## config.mk

```make
export PLATFORM = sky130hd
export DESIGN_NAME = prs_scan
export DESIGN_NICKNAME = d
export VERILOG_FILES = /design/src/prs_pkg.sv /design/src/prs_scan.sv /design/src/prs_div.sv
export SDC_FILE = /design/constraint.sdc
export NUM_CORES = 1
export LEC_CHECK = 0
export BUFFER_PORTS_ARGS = -buffer_cell sky130_fd_sc_hd__buf_2
export CORE_MARGIN = 5
export CORE_UTILIZATION = 25
export DETAILED_ROUTE_END_ITERATION = 8
export GPL_TIMING_DRIVEN = 0
export RECOVER_POWER = 25
export SLEW_MARGIN = 10
export SYNTH_ARGS = -nofsm -noshare
export SYNTH_HDL_FRONTEND = slang
export SYNTH_SLANG_ARGS = --single-unit
export TNS_END_PERCENT = 10
```

## constraint.sdc

```tcl
create_clock -name pclk -period 41.2 [get_ports pclk]
set_clock_uncertainty 0.1 [all_clocks]
set_input_delay 6.18 -clock pclk [delete_from_list [all_inputs] [get_ports pclk]]
set_output_delay 6.18 -clock pclk [all_outputs]
set_load 0.03 [all_outputs]
```

## src/prs_pkg.sv

```systemverilog
package prs_pkg;
  // ********************************************************
  // register map (indices; byte address is index times four)
  // ********************************************************
  localparam logic [7:0] PRS_IDX_CLOCK_CONFIG = 8'h02;
  localparam logic [7:0] PRS_IDX_HORIZ_NDP = 8'h08;
  localparam logic [7:0] PRS_IDX_VERT_NDP = 8'h0A;
  localparam logic [7:0] PRS_IDX_START_LOW = 8'h0C;
  localparam logic [7:0] PRS_IDX_START_MID = 8'h0D;
  localparam logic [7:0] PRS_IDX_START_HIGH = 8'h0E;
  localparam logic [7:0] PRS_IDX_ROTATION = 8'h1B;
  localparam logic [7:0] PRS_IDX_LINE_STRIDE = 8'h1C;
  localparam logic [7:0] PRS_IDX_SPLIT_CTRL = 8'h20;
  localparam logic [7:0] PRS_IDX_STATUS = 8'h21;
  localparam int PRS_ADDR_LSB = 2;
  // ********************************************************
  // field positions
  // ********************************************************
  localparam int PRS_ROT_EN_BIT = 7;
  localparam int PRS_ROT_ALT_BIT = 6;
  localparam int PRS_ROT_MCLK_BIT = 2;
  localparam int PRS_ROT_PSEL_HI = 1;
  localparam int PRS_CLK_DIV_BIT = 4;
  localparam int PRS_SPLIT_EN_BIT = 0;
  localparam logic [7:0] PRS_ROT_WMASK = 8'hC7;
  localparam logic [7:0] PRS_RESET_BYTE = 8'h00;
  localparam logic [7:0] PRS_CLK_CFG_RESET = 8'h00;
  // ********************************************************
  // clock and geometry figures
  // ********************************************************
  localparam int PRS_PCLK_HZ = 40000000;
  localparam int PRS_ALT_PIX_DIV = 2;
  localparam int PRS_DEF_PIX_DIV = 1;
  localparam int PRS_DEF_PAN_LINES = 2;
  localparam int PRS_ALT_PAN_LINES = 1;
  localparam int PRS_ADDR_W = 17;
  localparam int PRS_CNT_W = 5;
  localparam int PRS_MCLK_SLOW_DIV = 2;
  typedef enum logic [1:0] {PRS_LANDSCAPE, PRS_ROT_DEFAULT, PRS_ROT_ALT} prs_mode_t;
  typedef enum logic [1:0] {PRS_IDLE, PRS_LINE, PRS_PIXEL} prs_scan_t;
endpackage

```

## src/prs_scan.sv

```systemverilog
`timescale 1ns/10ps
// Operation
// - split screen is forced off while rotation is enabled
// - alternate scheme: memory and input clock run at twice pixel rate
// - default scheme: pixel rate equals input clock rate
// - default scheme: vertical pan moves in two-line steps
// - alternate scheme: vertical pan moves in single-line steps
// - rotation bit 2 set makes memory clock equal input clock
// - enabling rotation leaves frame-buffer contents untouched
// - writing 80h enables default rotated scheme
// - writing C0h enables alternate rotated scheme
// - alternate scheme with zero selects: pixel clock is input over two
// - pixel clock selects divide the pixel clock further
// - byte offset zero maps to upper left of rotated display
// - alternate scheme: fetches within a line step by rotated width bytes; line starts step back one byte
// - rotation off: landscape refresh, other rotation fields ignored
// - scheme select zero is default, one is alternate
// - rotation on: start address is a byte offset, not word
// - rotation on: memory clock switching speeds memory clock during host access
module prs_scan #(
  parameter int ADDR_W = prs_pkg::PRS_ADDR_W
) (
  input wire logic pclk,
  input wire logic presetn,
  input wire logic psel,
  input wire logic penable,
  input wire logic pwrite,
  input wire logic [11:0] paddr,
  input wire logic [31:0] pwdata,
  output logic [31:0] prdata,
  output logic pready,
  output logic pslverr,
  input wire logic host_access,
  input wire logic [9:0] horiz_active_len,
  input wire logic [9:0] vert_active_len,
  output logic pixel_tick,
  output logic mem_tick,
  output logic [ADDR_W-1:0] fetch_addr,
  output logic fetch_valid,
  output logic line_start,
  output logic frame_start,
  output logic rotated,
  output logic split_active
);
  import prs_pkg::*;
  // ********************************************************
  // apb slave
  // ********************************************************
  logic [7:0] clk_cfg_q;
  logic [7:0] horiz_blank_len_q;
  logic [7:0] vert_blank_len_q;
  logic [7:0] sa_low_q;
  logic [7:0] sa_mid_q;
  logic [7:0] sa_high_q;
  logic [7:0] rot_q;
  logic [7:0] stride_q;
  logic [7:0] split_q;
  wire logic [7:0] idx = paddr[PRS_ADDR_LSB +: 8];
  wire logic aligned = paddr[PRS_ADDR_LSB-1:0] == '0 && paddr[11:PRS_ADDR_LSB+8] == '0;
  wire logic acc = psel && penable;
  wire logic wr = acc && pwrite && aligned;
  wire logic hit_clk = idx == PRS_IDX_CLOCK_CONFIG;
  wire logic hit_h = idx == PRS_IDX_HORIZ_NDP;
  wire logic hit_v = idx == PRS_IDX_VERT_NDP;
  wire logic hit_sl = idx == PRS_IDX_START_LOW;
  wire logic hit_sm = idx == PRS_IDX_START_MID;
  wire logic hit_sh = idx == PRS_IDX_START_HIGH;
  wire logic hit_rot = idx == PRS_IDX_ROTATION;
  wire logic hit_str = idx == PRS_IDX_LINE_STRIDE;
  wire logic hit_spl = idx == PRS_IDX_SPLIT_CTRL;
  wire logic hit_st = idx == PRS_IDX_STATUS;
  wire logic mapped = aligned && (hit_clk || hit_h || hit_v || hit_sl || hit_sm || hit_sh
    || hit_rot || hit_str || hit_spl || hit_st);
  // ********************************************************
  // mode decode
  // ********************************************************
  wire logic rot_en = rot_q[PRS_ROT_EN_BIT];
  wire logic alt_sel = rot_q[PRS_ROT_ALT_BIT];
  wire logic mclk_eq = rot_q[PRS_ROT_MCLK_BIT];
  wire logic [1:0] psel_bits = rot_q[PRS_ROT_PSEL_HI:0];
  wire prs_mode_t mode = prs_mode_t'(!rot_en ? PRS_LANDSCAPE :
    (alt_sel ? PRS_ROT_ALT : PRS_ROT_DEFAULT));
  wire logic split_ok = split_q[PRS_SPLIT_EN_BIT] && !rot_en;
  wire logic [7:0] status = {4'h0, split_ok, mode == PRS_ROT_ALT, mode == PRS_ROT_DEFAULT,
    rot_en};
  logic [31:0] rd_mux;
  always_comb begin
    rd_mux = 32'h0000_0000;
    if (hit_clk) rd_mux[7:0] = clk_cfg_q;
    if (hit_h) rd_mux[7:0] = horiz_blank_len_q;
    if (hit_v) rd_mux[7:0] = vert_blank_len_q;
    if (hit_sl) rd_mux[7:0] = sa_low_q;
    if (hit_sm) rd_mux[7:0] = sa_mid_q;
    if (hit_sh) rd_mux[7:0] = sa_high_q;
    if (hit_rot) rd_mux[7:0] = rot_q;
    if (hit_str) rd_mux[7:0] = stride_q;
    if (hit_spl) rd_mux[7:0] = split_q;
    if (hit_st) rd_mux[7:0] = status;
  end
  // ********************************************************
  // register file
  // ********************************************************
  // a write lands only at the access edge, where pready is already high
  wire logic wr_ok = wr && pready;
  wire logic [7:0] wbyte = pwdata[7:0];
  wire logic we_clk = wr_ok && hit_clk;
  wire logic we_h = wr_ok && hit_h;
  wire logic we_v = wr_ok && hit_v;
  wire logic we_sl = wr_ok && hit_sl;
  wire logic we_sm = wr_ok && hit_sm;
  wire logic we_sh = wr_ok && hit_sh;
  wire logic we_rot = wr_ok && hit_rot;
  wire logic we_str = wr_ok && hit_str;
  wire logic we_spl = wr_ok && hit_spl;
  always_ff @(posedge pclk or negedge presetn) begin
    if (!presetn) begin
      clk_cfg_q <= PRS_CLK_CFG_RESET;
    end else if (we_clk) begin
      clk_cfg_q <= wbyte;
    end
  end
  always_ff @(posedge pclk or negedge presetn) begin
    if (!presetn) begin
      horiz_blank_len_q <= PRS_RESET_BYTE;
    end else if (we_h) begin
      horiz_blank_len_q <= wbyte;
    end
  end
  always_ff @(posedge pclk or negedge presetn) begin
    if (!presetn) begin
      vert_blank_len_q <= PRS_RESET_BYTE;
    end else if (we_v) begin
      vert_blank_len_q <= wbyte;
    end
  end
  always_ff @(posedge pclk or negedge presetn) begin
    if (!presetn) begin
      sa_low_q <= PRS_RESET_BYTE;
    end else if (we_sl) begin
      sa_low_q <= wbyte;
    end
  end
  always_ff @(posedge pclk or negedge presetn) begin
    if (!presetn) begin
      sa_mid_q <= PRS_RESET_BYTE;
    end else if (we_sm) begin
      sa_mid_q <= wbyte;
    end
  end
  always_ff @(posedge pclk or negedge presetn) begin
    if (!presetn) begin
      sa_high_q <= PRS_RESET_BYTE;
    end else if (we_sh) begin
      sa_high_q <= wbyte;
    end
  end
  // reserved rotation bits are masked so they read back zero
  always_ff @(posedge pclk or negedge presetn) begin
    if (!presetn) begin
      rot_q <= PRS_RESET_BYTE;
    end else if (we_rot) begin
      rot_q <= wbyte & PRS_ROT_WMASK;
    end
  end
  always_ff @(posedge pclk or negedge presetn) begin
    if (!presetn) begin
      stride_q <= PRS_RESET_BYTE;
    end else if (we_str) begin
      stride_q <= wbyte;
    end
  end
  always_ff @(posedge pclk or negedge presetn) begin
    if (!presetn) begin
      split_q <= PRS_RESET_BYTE;
    end else if (we_spl) begin
      split_q <= wbyte;
    end
  end
  // ********************************************************
  // bus response
  // ********************************************************
  // single-cycle answer: pready high in every access phase
  // read data stays until the next read setup
  wire logic setup = psel && !penable;
  always_ff @(posedge pclk or negedge presetn) begin
    if (!presetn) begin
      prdata <= 32'h0000_0000;
      pready <= 1'b0;
      pslverr <= 1'b0;
    end else begin
      pready <= setup;
      pslverr <= setup && !mapped;
      if (setup && !pwrite) prdata <= mapped ? rd_mux : 32'h0000_0000;
    end
  end
  // ********************************************************
  // clock enables
  // ********************************************************
  // input clock is pclk itself; slower rates are enables
  // widest divide is alternate at select three, so the counter must hold sixteen
  function automatic logic [PRS_CNT_W-1:0] pix_div(input prs_mode_t m, input logic [1:0] s);
    logic [PRS_CNT_W-1:0] base;
    base = (m == PRS_ROT_ALT) ? PRS_CNT_W'(PRS_ALT_PIX_DIV)
      : PRS_CNT_W'(PRS_DEF_PIX_DIV);
    if (m == PRS_LANDSCAPE) return PRS_CNT_W'(PRS_DEF_PIX_DIV);
    return base << s;
  endfunction
  wire logic [PRS_CNT_W-1:0] pdiv = pix_div(mode, psel_bits);
  // memory runs at input rate in alt scheme, or with rotation on at bit 2 or during host access
  wire logic mclk_fast = mode == PRS_ROT_ALT || (rot_en && mclk_eq)
    || (rot_en && host_access);
  wire logic [PRS_CNT_W-1:0] mdiv = mclk_fast ? PRS_CNT_W'(1) : PRS_CNT_W'(PRS_MCLK_SLOW_DIV);
  wire logic ptick;
  wire logic mtick;
  prs_div #(.W(PRS_CNT_W)) u_pix (
    .clk(pclk),
    .rst_n(presetn),
    .run(1'b1),
    .div(pdiv),
    .tick(ptick)
  );
  prs_div #(.W(PRS_CNT_W)) u_mem (
    .clk(pclk),
    .rst_n(presetn),
    .run(1'b1),
    .div(mdiv),
    .tick(mtick)
  );
  // ********************************************************
  // scan address generator
  // ********************************************************
  // memory is never touched here, so contents stay as written
  wire logic [ADDR_W-1:0] start_raw = ADDR_W'({sa_high_q[0], sa_mid_q, sa_low_q});
  // default scheme drops the lowest line-step bit of the pan, giving two-line steps
  wire logic [ADDR_W-1:0] stride = ADDR_W'(stride_q);
  function automatic logic [ADDR_W-1:0] pan_start(input prs_mode_t m,
    input logic [ADDR_W-1:0] sa, input logic [ADDR_W-1:0] st);
    logic [ADDR_W-1:0] lines;
    lines = (st == '0) ? '0 : sa / st;
    case (m)
      PRS_ROT_DEFAULT: return sa - ((lines % ADDR_W'(PRS_DEF_PAN_LINES)) * st);
      PRS_ROT_ALT: return sa;
      default: return ADDR_W'({sa[ADDR_W-2:0], 1'b0}); // word offset in landscape
    endcase
  endfunction
  wire logic [ADDR_W-1:0] base = pan_start(mode, start_raw, stride);
  logic [ADDR_W-1:0] line_q;
  logic [ADDR_W-1:0] addr_q;
  logic [9:0] col_q;
  logic [9:0] row_q;
  prs_scan_t st_q;
  wire logic [9:0] h_total = horiz_active_len + 10'(horiz_blank_len_q);
  wire logic [9:0] v_total = vert_active_len + 10'(vert_blank_len_q);
  wire logic col_end = col_q + 10'd1 >= h_total;
  wire logic row_end = row_q + 10'd1 >= v_total;
  wire logic in_view = col_q < horiz_active_len && row_q < vert_active_len;
  // rotated refresh walks down the byte columns: start points at the top-right byte
  wire logic [ADDR_W-1:0] step = rot_en ? stride : ADDR_W'(1);
  // ********************************************************
  // scan state
  // ********************************************************
  wire logic scan_idle = st_q == PRS_IDLE;
  wire logic scan_pix = st_q == PRS_PIXEL;
  wire logic scan_line = st_q == PRS_LINE;
  always_ff @(posedge pclk or negedge presetn) begin
    if (!presetn) begin
      st_q <= PRS_IDLE;
    end else if (ptick) begin
      case (st_q)
        PRS_IDLE: begin
          st_q <= PRS_PIXEL;
        end
        PRS_PIXEL: begin
          if (col_end) st_q <= PRS_LINE;
        end
        PRS_LINE: begin
          st_q <= PRS_PIXEL;
        end
        default: begin
          st_q <= PRS_IDLE;
        end
      endcase
    end
  end
  // ********************************************************
  // scan counters
  // ********************************************************
  // a frame restarts from base, so a start-address write shows at the next frame
  wire logic col_we = ptick && (scan_idle || scan_pix);
  wire logic row_we = ptick && (scan_idle || scan_line);
  wire logic addr_we = ptick && (scan_idle || scan_line || (scan_pix && in_view));
  wire logic [9:0] col_d = (scan_idle || col_end) ? 10'd0 : col_q + 10'd1;
  wire logic [9:0] row_d = (scan_idle || row_end) ? 10'd0 : row_q + 10'd1;
  wire logic [ADDR_W-1:0] line_next = rot_en ? line_q - ADDR_W'(1) : addr_q;
  wire logic [ADDR_W-1:0] line_d = (scan_idle || row_end) ? base : line_next;
  wire logic [ADDR_W-1:0] addr_d = scan_pix ? addr_q + step : line_d;
  always_ff @(posedge pclk or negedge presetn) begin
    if (!presetn) begin
      col_q <= '0;
      row_q <= '0;
    end else begin
      if (col_we) col_q <= col_d;
      if (row_we) row_q <= row_d;
    end
  end
  always_ff @(posedge pclk or negedge presetn) begin
    if (!presetn) begin
      line_q <= '0;
      addr_q <= '0;
    end else begin
      if (row_we) line_q <= line_d;
      if (addr_we) addr_q <= addr_d;
    end
  end
  // ********************************************************
  // outputs
  // ********************************************************
  always_ff @(posedge pclk or negedge presetn) begin
    if (!presetn) begin
      pixel_tick <= 1'b0;
      mem_tick <= 1'b0;
      fetch_addr <= '0;
      fetch_valid <= 1'b0;
      line_start <= 1'b0;
      frame_start <= 1'b0;
      rotated <= 1'b0;
      split_active <= 1'b0;
    end else begin
      pixel_tick <= ptick;
      mem_tick <= mtick;
      fetch_addr <= addr_q;
      fetch_valid <= ptick && st_q == PRS_PIXEL && in_view;
      line_start <= ptick && st_q == PRS_LINE;
      frame_start <= ptick && st_q == PRS_LINE && row_end;
      rotated <= rot_en;
      split_active <= split_ok;
    end
  end
endmodule

```

## src/prs_div.sv

```systemverilog
`timescale 1ns/10ps
// ********************************************************
// enable divider: one-cycle pulse every div cycles
// ********************************************************
module prs_div #(
  parameter int W = 4
) (
  input wire logic clk,
  input wire logic rst_n,
  input wire logic run,
  input wire logic [W-1:0] div,
  output logic tick
);
  logic [W-1:0] cnt_q;
  logic [W-1:0] cnt_d;
  wire logic last = (cnt_q + W'(1)) >= div;
  assign cnt_d = (!run || last) ? '0 : cnt_q + W'(1);
  always_ff @(posedge clk or negedge rst_n) begin
    if (!rst_n) begin
      cnt_q <= '0;
      tick <= 1'b0;
    end else begin
      cnt_q <= cnt_d;
      tick <= run && last;
    end
  end
endmodule

```

Yosys cells after proc, flatten, opt, wreduce, memory -nomap -nowiden
Cells that the tools add are included.
{"block": "classes", "n_mux": 30, "n_bitwise": 0, "shifts": 1, "reduce_logical": 57, "eq_ne": 15, "div_mod_pow": 1, "order_cmp": 6, "multipliers": 1, "add_sub_neg": 9}
{"operator": "$mux W8", "n": 12}
{"operator": "$mux W17", "n": 3}
{"operator": "$eq A8 B4 Y1 const B", "n": 5}
{"operator": "$pmux W17 S2", "n": 1}
{"operator": "$logic_and A1 B1 Y1", "n": 30}
{"operator": "$add A10 B1 Y10 const B", "n": 2}
{"operator": "$add A10 B8 Y10", "n": 2}
{"operator": "$ge A10 B10 Y1", "n": 2}
{"operator": "$lt A10 B10 Y1", "n": 2}
{"operator": "$mux W10", "n": 2}
{"operator": "$mux W5", "n": 4}
{"operator": "$add A17 B8 Y17", "n": 1}
{"operator": "$div A17 B8 Y17", "n": 1}
{"operator": "$logic_not A17 Y1", "n": 1}
{"operator": "$sub A17 B1 Y17 const B", "n": 1}
{"operator": "$sub A17 B9 Y17", "n": 1}
{"operator": "$eq A8 B5 Y1 const B", "n": 2}
{"operator": "$eq A8 B6 Y1 const B", "n": 2}
{"operator": "$logic_or A1 B1 Y1", "n": 16}
{"operator": "$add A5 B1 Y5 const B", "n": 2}
{"operator": "$mux W2", "n": 5}
{"operator": "$mul A1 B8 Y9", "n": 1}
{"operator": "$eq A8 B2 Y1 const B", "n": 1}
{"operator": "$logic_not A2 Y1", "n": 4}
{"operator": "11 further kinds", "n": 17}
{"block": "totals", "elab_cells": 149, "rom_bits": 0, "mem_count": 0, "latch_bits": 0, "ramBits": 0, "ff_bits": 195}

Depth between registers and ports, before layout
{"block": "depth", "depth_word": 13, "depth_mapped": 192}

Hierarchy
Synthesis repeated with hierarchy kept, for this count alone.
{"block": "unflattened", "cells_unflattened": 2034, "hier_area_um2": 17070.1}
{"module": "prs_scan", "cells_per_inst": 1962, "n_inst": 1, "seq_area_each_um2": 3978.8, "area_each_um2": 16306.9}
{"module": "prs_div", "cells_per_inst": 36, "n_inst": 2, "seq_area_each_um2": 150.1, "area_each_um2": 381.6}

Worst setup path before layout
No wires, ideal clock.
{"block": "synth_path", "path_kind": "register to register", "start": "reg stride_q[7]", "end": "reg addr_q[11]", "path_slack_ns": 6.396, "setup_time_ns": 0.136, "arrival_ns": 34.569, "path_stages_with_launch": 179, "required_time_ns": 40.964, "cell_sequence": "dfrtp_1 buf_6 nor4_2 nand3_1 nor2_1 a21oi_1 a21oi_1 ha_1 nor4b_1 a311oi_1 o22a_1 ha_1 o211ai_1 a211o_1 or3_1 o21ai_0 ha_1 a21o_1 [143 not listed] buf_6 o31ai_2 ha_1 a21oi_1 o21ai_0 and2_1 o21ai_0 nand2b_1 a21o_1 a21o_1 nand2_1 nand2_1 or4_1 a21oi_1 a31oi_1 o21a_1 a32oi_1 o21ai_0"}
{"block": "synth_via", "elab_chain_len": 7, "elab_cells_between_ends": 10, "cone_classes": "add/sub: 2; mul: 1; div: 1; mux: 5; reduce/logical: 1"}
{"item": "from (decl)", "line": "prs_scan.sv:56", "source": "logic [7:0] stride_q;"}
{"item": "from (signal assigned)", "line": "prs_scan.sv:169", "source": "stride_q <= wbyte;"}
{"item": "$div A17 B8 Y17 / $logic_not A17 Y1 (equally long branches)", "line": "prs_scan.sv:239", "source": "lines = (st == '0) ? '0 : sa / st;"}
{"item": "$mux W1", "line": "prs_scan.sv:239"}
{"item": "$mul A1 B8 Y9", "line": "prs_scan.sv:241", "source": "PRS_ROT_DEFAULT: return sa - ((lines % ADDR_W'(PRS_DEF_PAN_LINES)) * st);"}
{"item": "$sub A17 B9 Y17", "line": "prs_scan.sv:241"}
{"item": "$pmux W17 S2", "line": "prs_scan.sv:240", "source": "case (m)"}
{"item": "$mux W17", "line": "prs_scan.sv:295", "source": "wire logic [ADDR_W-1:0] line_d = (scan_idle || row_end) ? base : line_next;"}
{"item": "$mux W17 (*)", "line": "prs_scan.sv:296", "source": "wire logic [ADDR_W-1:0] addr_d = scan_pix ? addr_q + step : line_d;"}
{"item": "to (signal assigned)", "line": "prs_scan.sv:312", "source": "if (addr_we) addr_q <= addr_d;"}
{"item": "to (decl)", "line": "prs_scan.sv:248", "source": "logic [ADDR_W-1:0] addr_q;"}
Every way passes the cells marked *; elsewhere a longest branch is shown, timed or not.
A chain may end at the register's enable or synchronous reset.

Worst setup path after layout
{"block": "layout_path", "start": "reg stride_q[6]", "end": "reg addr_q[11]"}
The elaborated chain is that of the path after synthesis.

==> metrics.txt <==
die height 270 um; CP Class reg2reg; routed len/inst 16.2 um; ANT cells 0; Setup crit end addr_q[11]; Final Instance Area 19600 um2; fin crit share 93.7%; total number of vias 15500; initial antenna violation count 0; Global Route Usage Sum 13.0%; largest net degree at the start of global routing 88; max frequency 0.0259 GHz; post-synthesis simple-gate area fraction 20.1%; core area 67200 um2; R2R Setup Slk 2.59 ns; post-synthesis mux area share 6.49%; startpoint types register; Remaining DRCs 0; Synth Area in XOR/XNOR 5.37%; post-DP HPWL 38.5 mm; Post-DP Area 18600 um2; Reg-to-Reg Start stride_q[6]; total grt overflow 0; hold depth 0; clock sink total 171; synthesized instance count 2037; sequential share of the synthesized area 25.2%; max-cap viol count 1; Critical Path Most Common Cell o21a_1; area share of fa/ha/maj cells after synthesis 14.7%; TritonCTS clock tree done; routed vias/inst 5.06; share of post-route cells with drive strength above 1 14.6%; Critical Path RT 41.40 ns; total wire length 49.8 mm; clock root buffer clkbuf_16; Hold Violations, Final 0; Cell Area, Synth 17000 um2; area delta synth->final 15.5%; Reg2Reg Depth 182; met1 Resource Use GR 18.2%; most used routing layer met2; GR Util met2 22.0%; io pins 128; Crit-path slowest cell dfrtp_1; fin util 29.2%; top cells by area, synth dfrtp_1 (25%), ha_1 (14%), a21oi_1 (5.1%); die area 73100 um2; Reg-to-Reg End addr_q[11]; crit path max fanout 10; Skew-Pair Late Insertion Delay 0.44 ns; minimum hold slack 0.249 ns; Lkg Pwr 8.98 nW; failing checks capacitance limit, slew limit; Top FF cell, synth dfrtp_1; Synth cell types 99; Final Max Tran Viols 87; most common cell in the netlist ha_1; Final Setup Violations 0; Post-synth ARST share 100%; largest family of logic cells by synthesized area compound AO/OA/AOI/OAI gates; Hold Crit Class reg2reg; IO buf count 76; top cell type by total area after synthesis dfrtp_1; Ys Warns 0; die width 270 um; Worst VDD drop 0.0000313 V; Worst Setup End Kind register; Synth Area per Inst 8.32 um2; Critical Path AT 38.81 ns; flop and latch count out of synthesis 171; Least-Margin Pin Slew 4.79 ns; first-pass GRT wire length 79.2 mm; GP Congestion 0.865; met3 GRT Util 1.15%; Synth Area in Compound Gates 23.3%; CP startpoint stride_q[6]; CP max stage delay 0.55 ns; pwr dens 30.9 nW/um2; minimum clock period 38.61 ns; most frequent cells after synthesis ha_1 (193), nand2_1 (184), a21oi_1 (173); Clock Pin Slew Worst Setup and Hold Paths 0.08 ns; Post-synth EDFFs 0; Antenna Nets Post-Route 0; Starting Density 25.2%; share of the synthesized area in the top cell type 25.2%; number of global-route vias before repair 14400; Max Buffers Root-to-Sink 2; final net count 2454; status complete, but fails checks; normalized max-slew margin -220%; row cnt 95; TritonCTS buffer count 17; htree depth 4; drt first-iter violations 1275; drt pass-1 iters 5
worst min path at each step:
| stage | start | endpoint |
|---|---|---|
| 2_1_floorplan | u_mem.tick | mem_tick |
| 3_3_place_gp | u_mem.tick | mem_tick |
| 3_5_place_dp | u_mem.tick | mem_tick |
| 4_1_cts | u_mem.tick | mem_tick |
| 5_1_grt | u_mem.tick | mem_tick |
| 6_report | u_mem.tick | mem_tick |
routing by layer:
layer / vias up / share of wire, %
met5: - / 0
met4: 0 / 1.4
met2: 393 / 47
met1: 7348 / 47
met3: 55 / 4.4
li1: 7752 / -
where the power goes:
group | switching (mW) | leakage (nW) | total (mW) | internal (mW)
clock | 0.0781 | 0.295 | 0.165 | 0.0868
sequential | 0.0341 | 2.12 | 0.233 | 0.199
combinational | 0.127 | 6.56 | 0.207 | 0.0800
placed cells by master (no fill, tap or decap), types with 7 or more instances in the layout:
master	n
ha_1	193
nand2_1	183
dfrtp_1	171
a21oi_1	170
nor2_1	166
o21ai_0	130
inv_1	82
buf_2	76
nor3_1	71
mux2_2	69
xnor2_1	68
clkbuf_1	67
buf_4	52
o21a_1	49
nand3_1	47
nor2b_1	40
a21o_1	37
xor2_1	36
nand2b_1	34
conb_1	27
or3_1	20
mux2i_1	18
and2_1	17
clkbuf_16	17
o211ai_1	16
o31ai_1	16
a211oi_1	15
nor4_1	14
and3_1	14
o21bai_1	13
or2_2	11
nand3b_1	11
nand4_1	10
a31oi_1	8
o22a_1	8
a22o_1	8
a311oi_1	7
or4_1	7
area by class of cell:
class	count	area [um2]
buffer	98	480
clock buffer	17	425
clock inverter	15	169
fill	7144	47600
inverter	88	342
multi-input combinational	1706	12200
sequential	171	4280
tap	873	1090
timing repair buffer	105	617
worst max-delay path: cells and delay by family (launching register included):
family | cells | cell delay [ns]
buffers and inverters | 11 | 2.18
AO/OA/AOI/OAI | 102 | 20.15
flip-flops | 1 | 0.55
multiplexers | 1 | 0.33
adder cells (fa/ha/maj) | 17 | 5.09
AND/OR/NAND/NOR | 51 | 9.99
repair_timing:
| action | CTS | global route |
|---|---|---|
| endpoints found under the hold margin | 0 | 0 |
| gates resized for setup | 3 | 40 |
| pin swaps | 0 | 6 |
| setup endpoints to repair | 5 | 34 |
| gates cloned | 0 | 0 |
| hold buffers | 0 | 0 |
| setup buffers | 0 | 26 |
kinds of logic after synthesis:
logic type,Yosys count
buffers and inverters,186
DFF,171
and+or+nand+nor,690
other,1
muxes,94
adders and majority gates,197
xor gates and xnor gates,104
AOI/OAI and AO/OA,594
sequential cells by signal, summed over array words and instances, names as in the netlist, 2 cells and up:
name / count
horiz_blank_len_q: 8
addr_q: 17
split_q: 8
st_q: 2
prdata: 8
row_q: 10
line_q: 17
sa_mid_q: 8
vert_blank_len_q: 8
clk_cfg_q: 8
sa_high_q: 8
stride_q: 8
rot_q: 5
col_q: 10
sa_low_q: 8
u_mem.cnt_q: 5
u_pix.cnt_q: 5
fetch_addr: 17
per-stage QoR:
step	power, mW	std cells	setup WS, ns	setup TNS, ns
finish	0.605	3073	2.59	0
global route	0.646	3073	-0.0456	-0.0456
CTS	0.610	3047	0.0558	0
detailed placement	0.444	3015	-0.260	-0.369
global placement	0.441	3012	-0.0344	-0.0344
floorplan	0.375	2063	6.40	0
(Power assumes the default switching activity.)
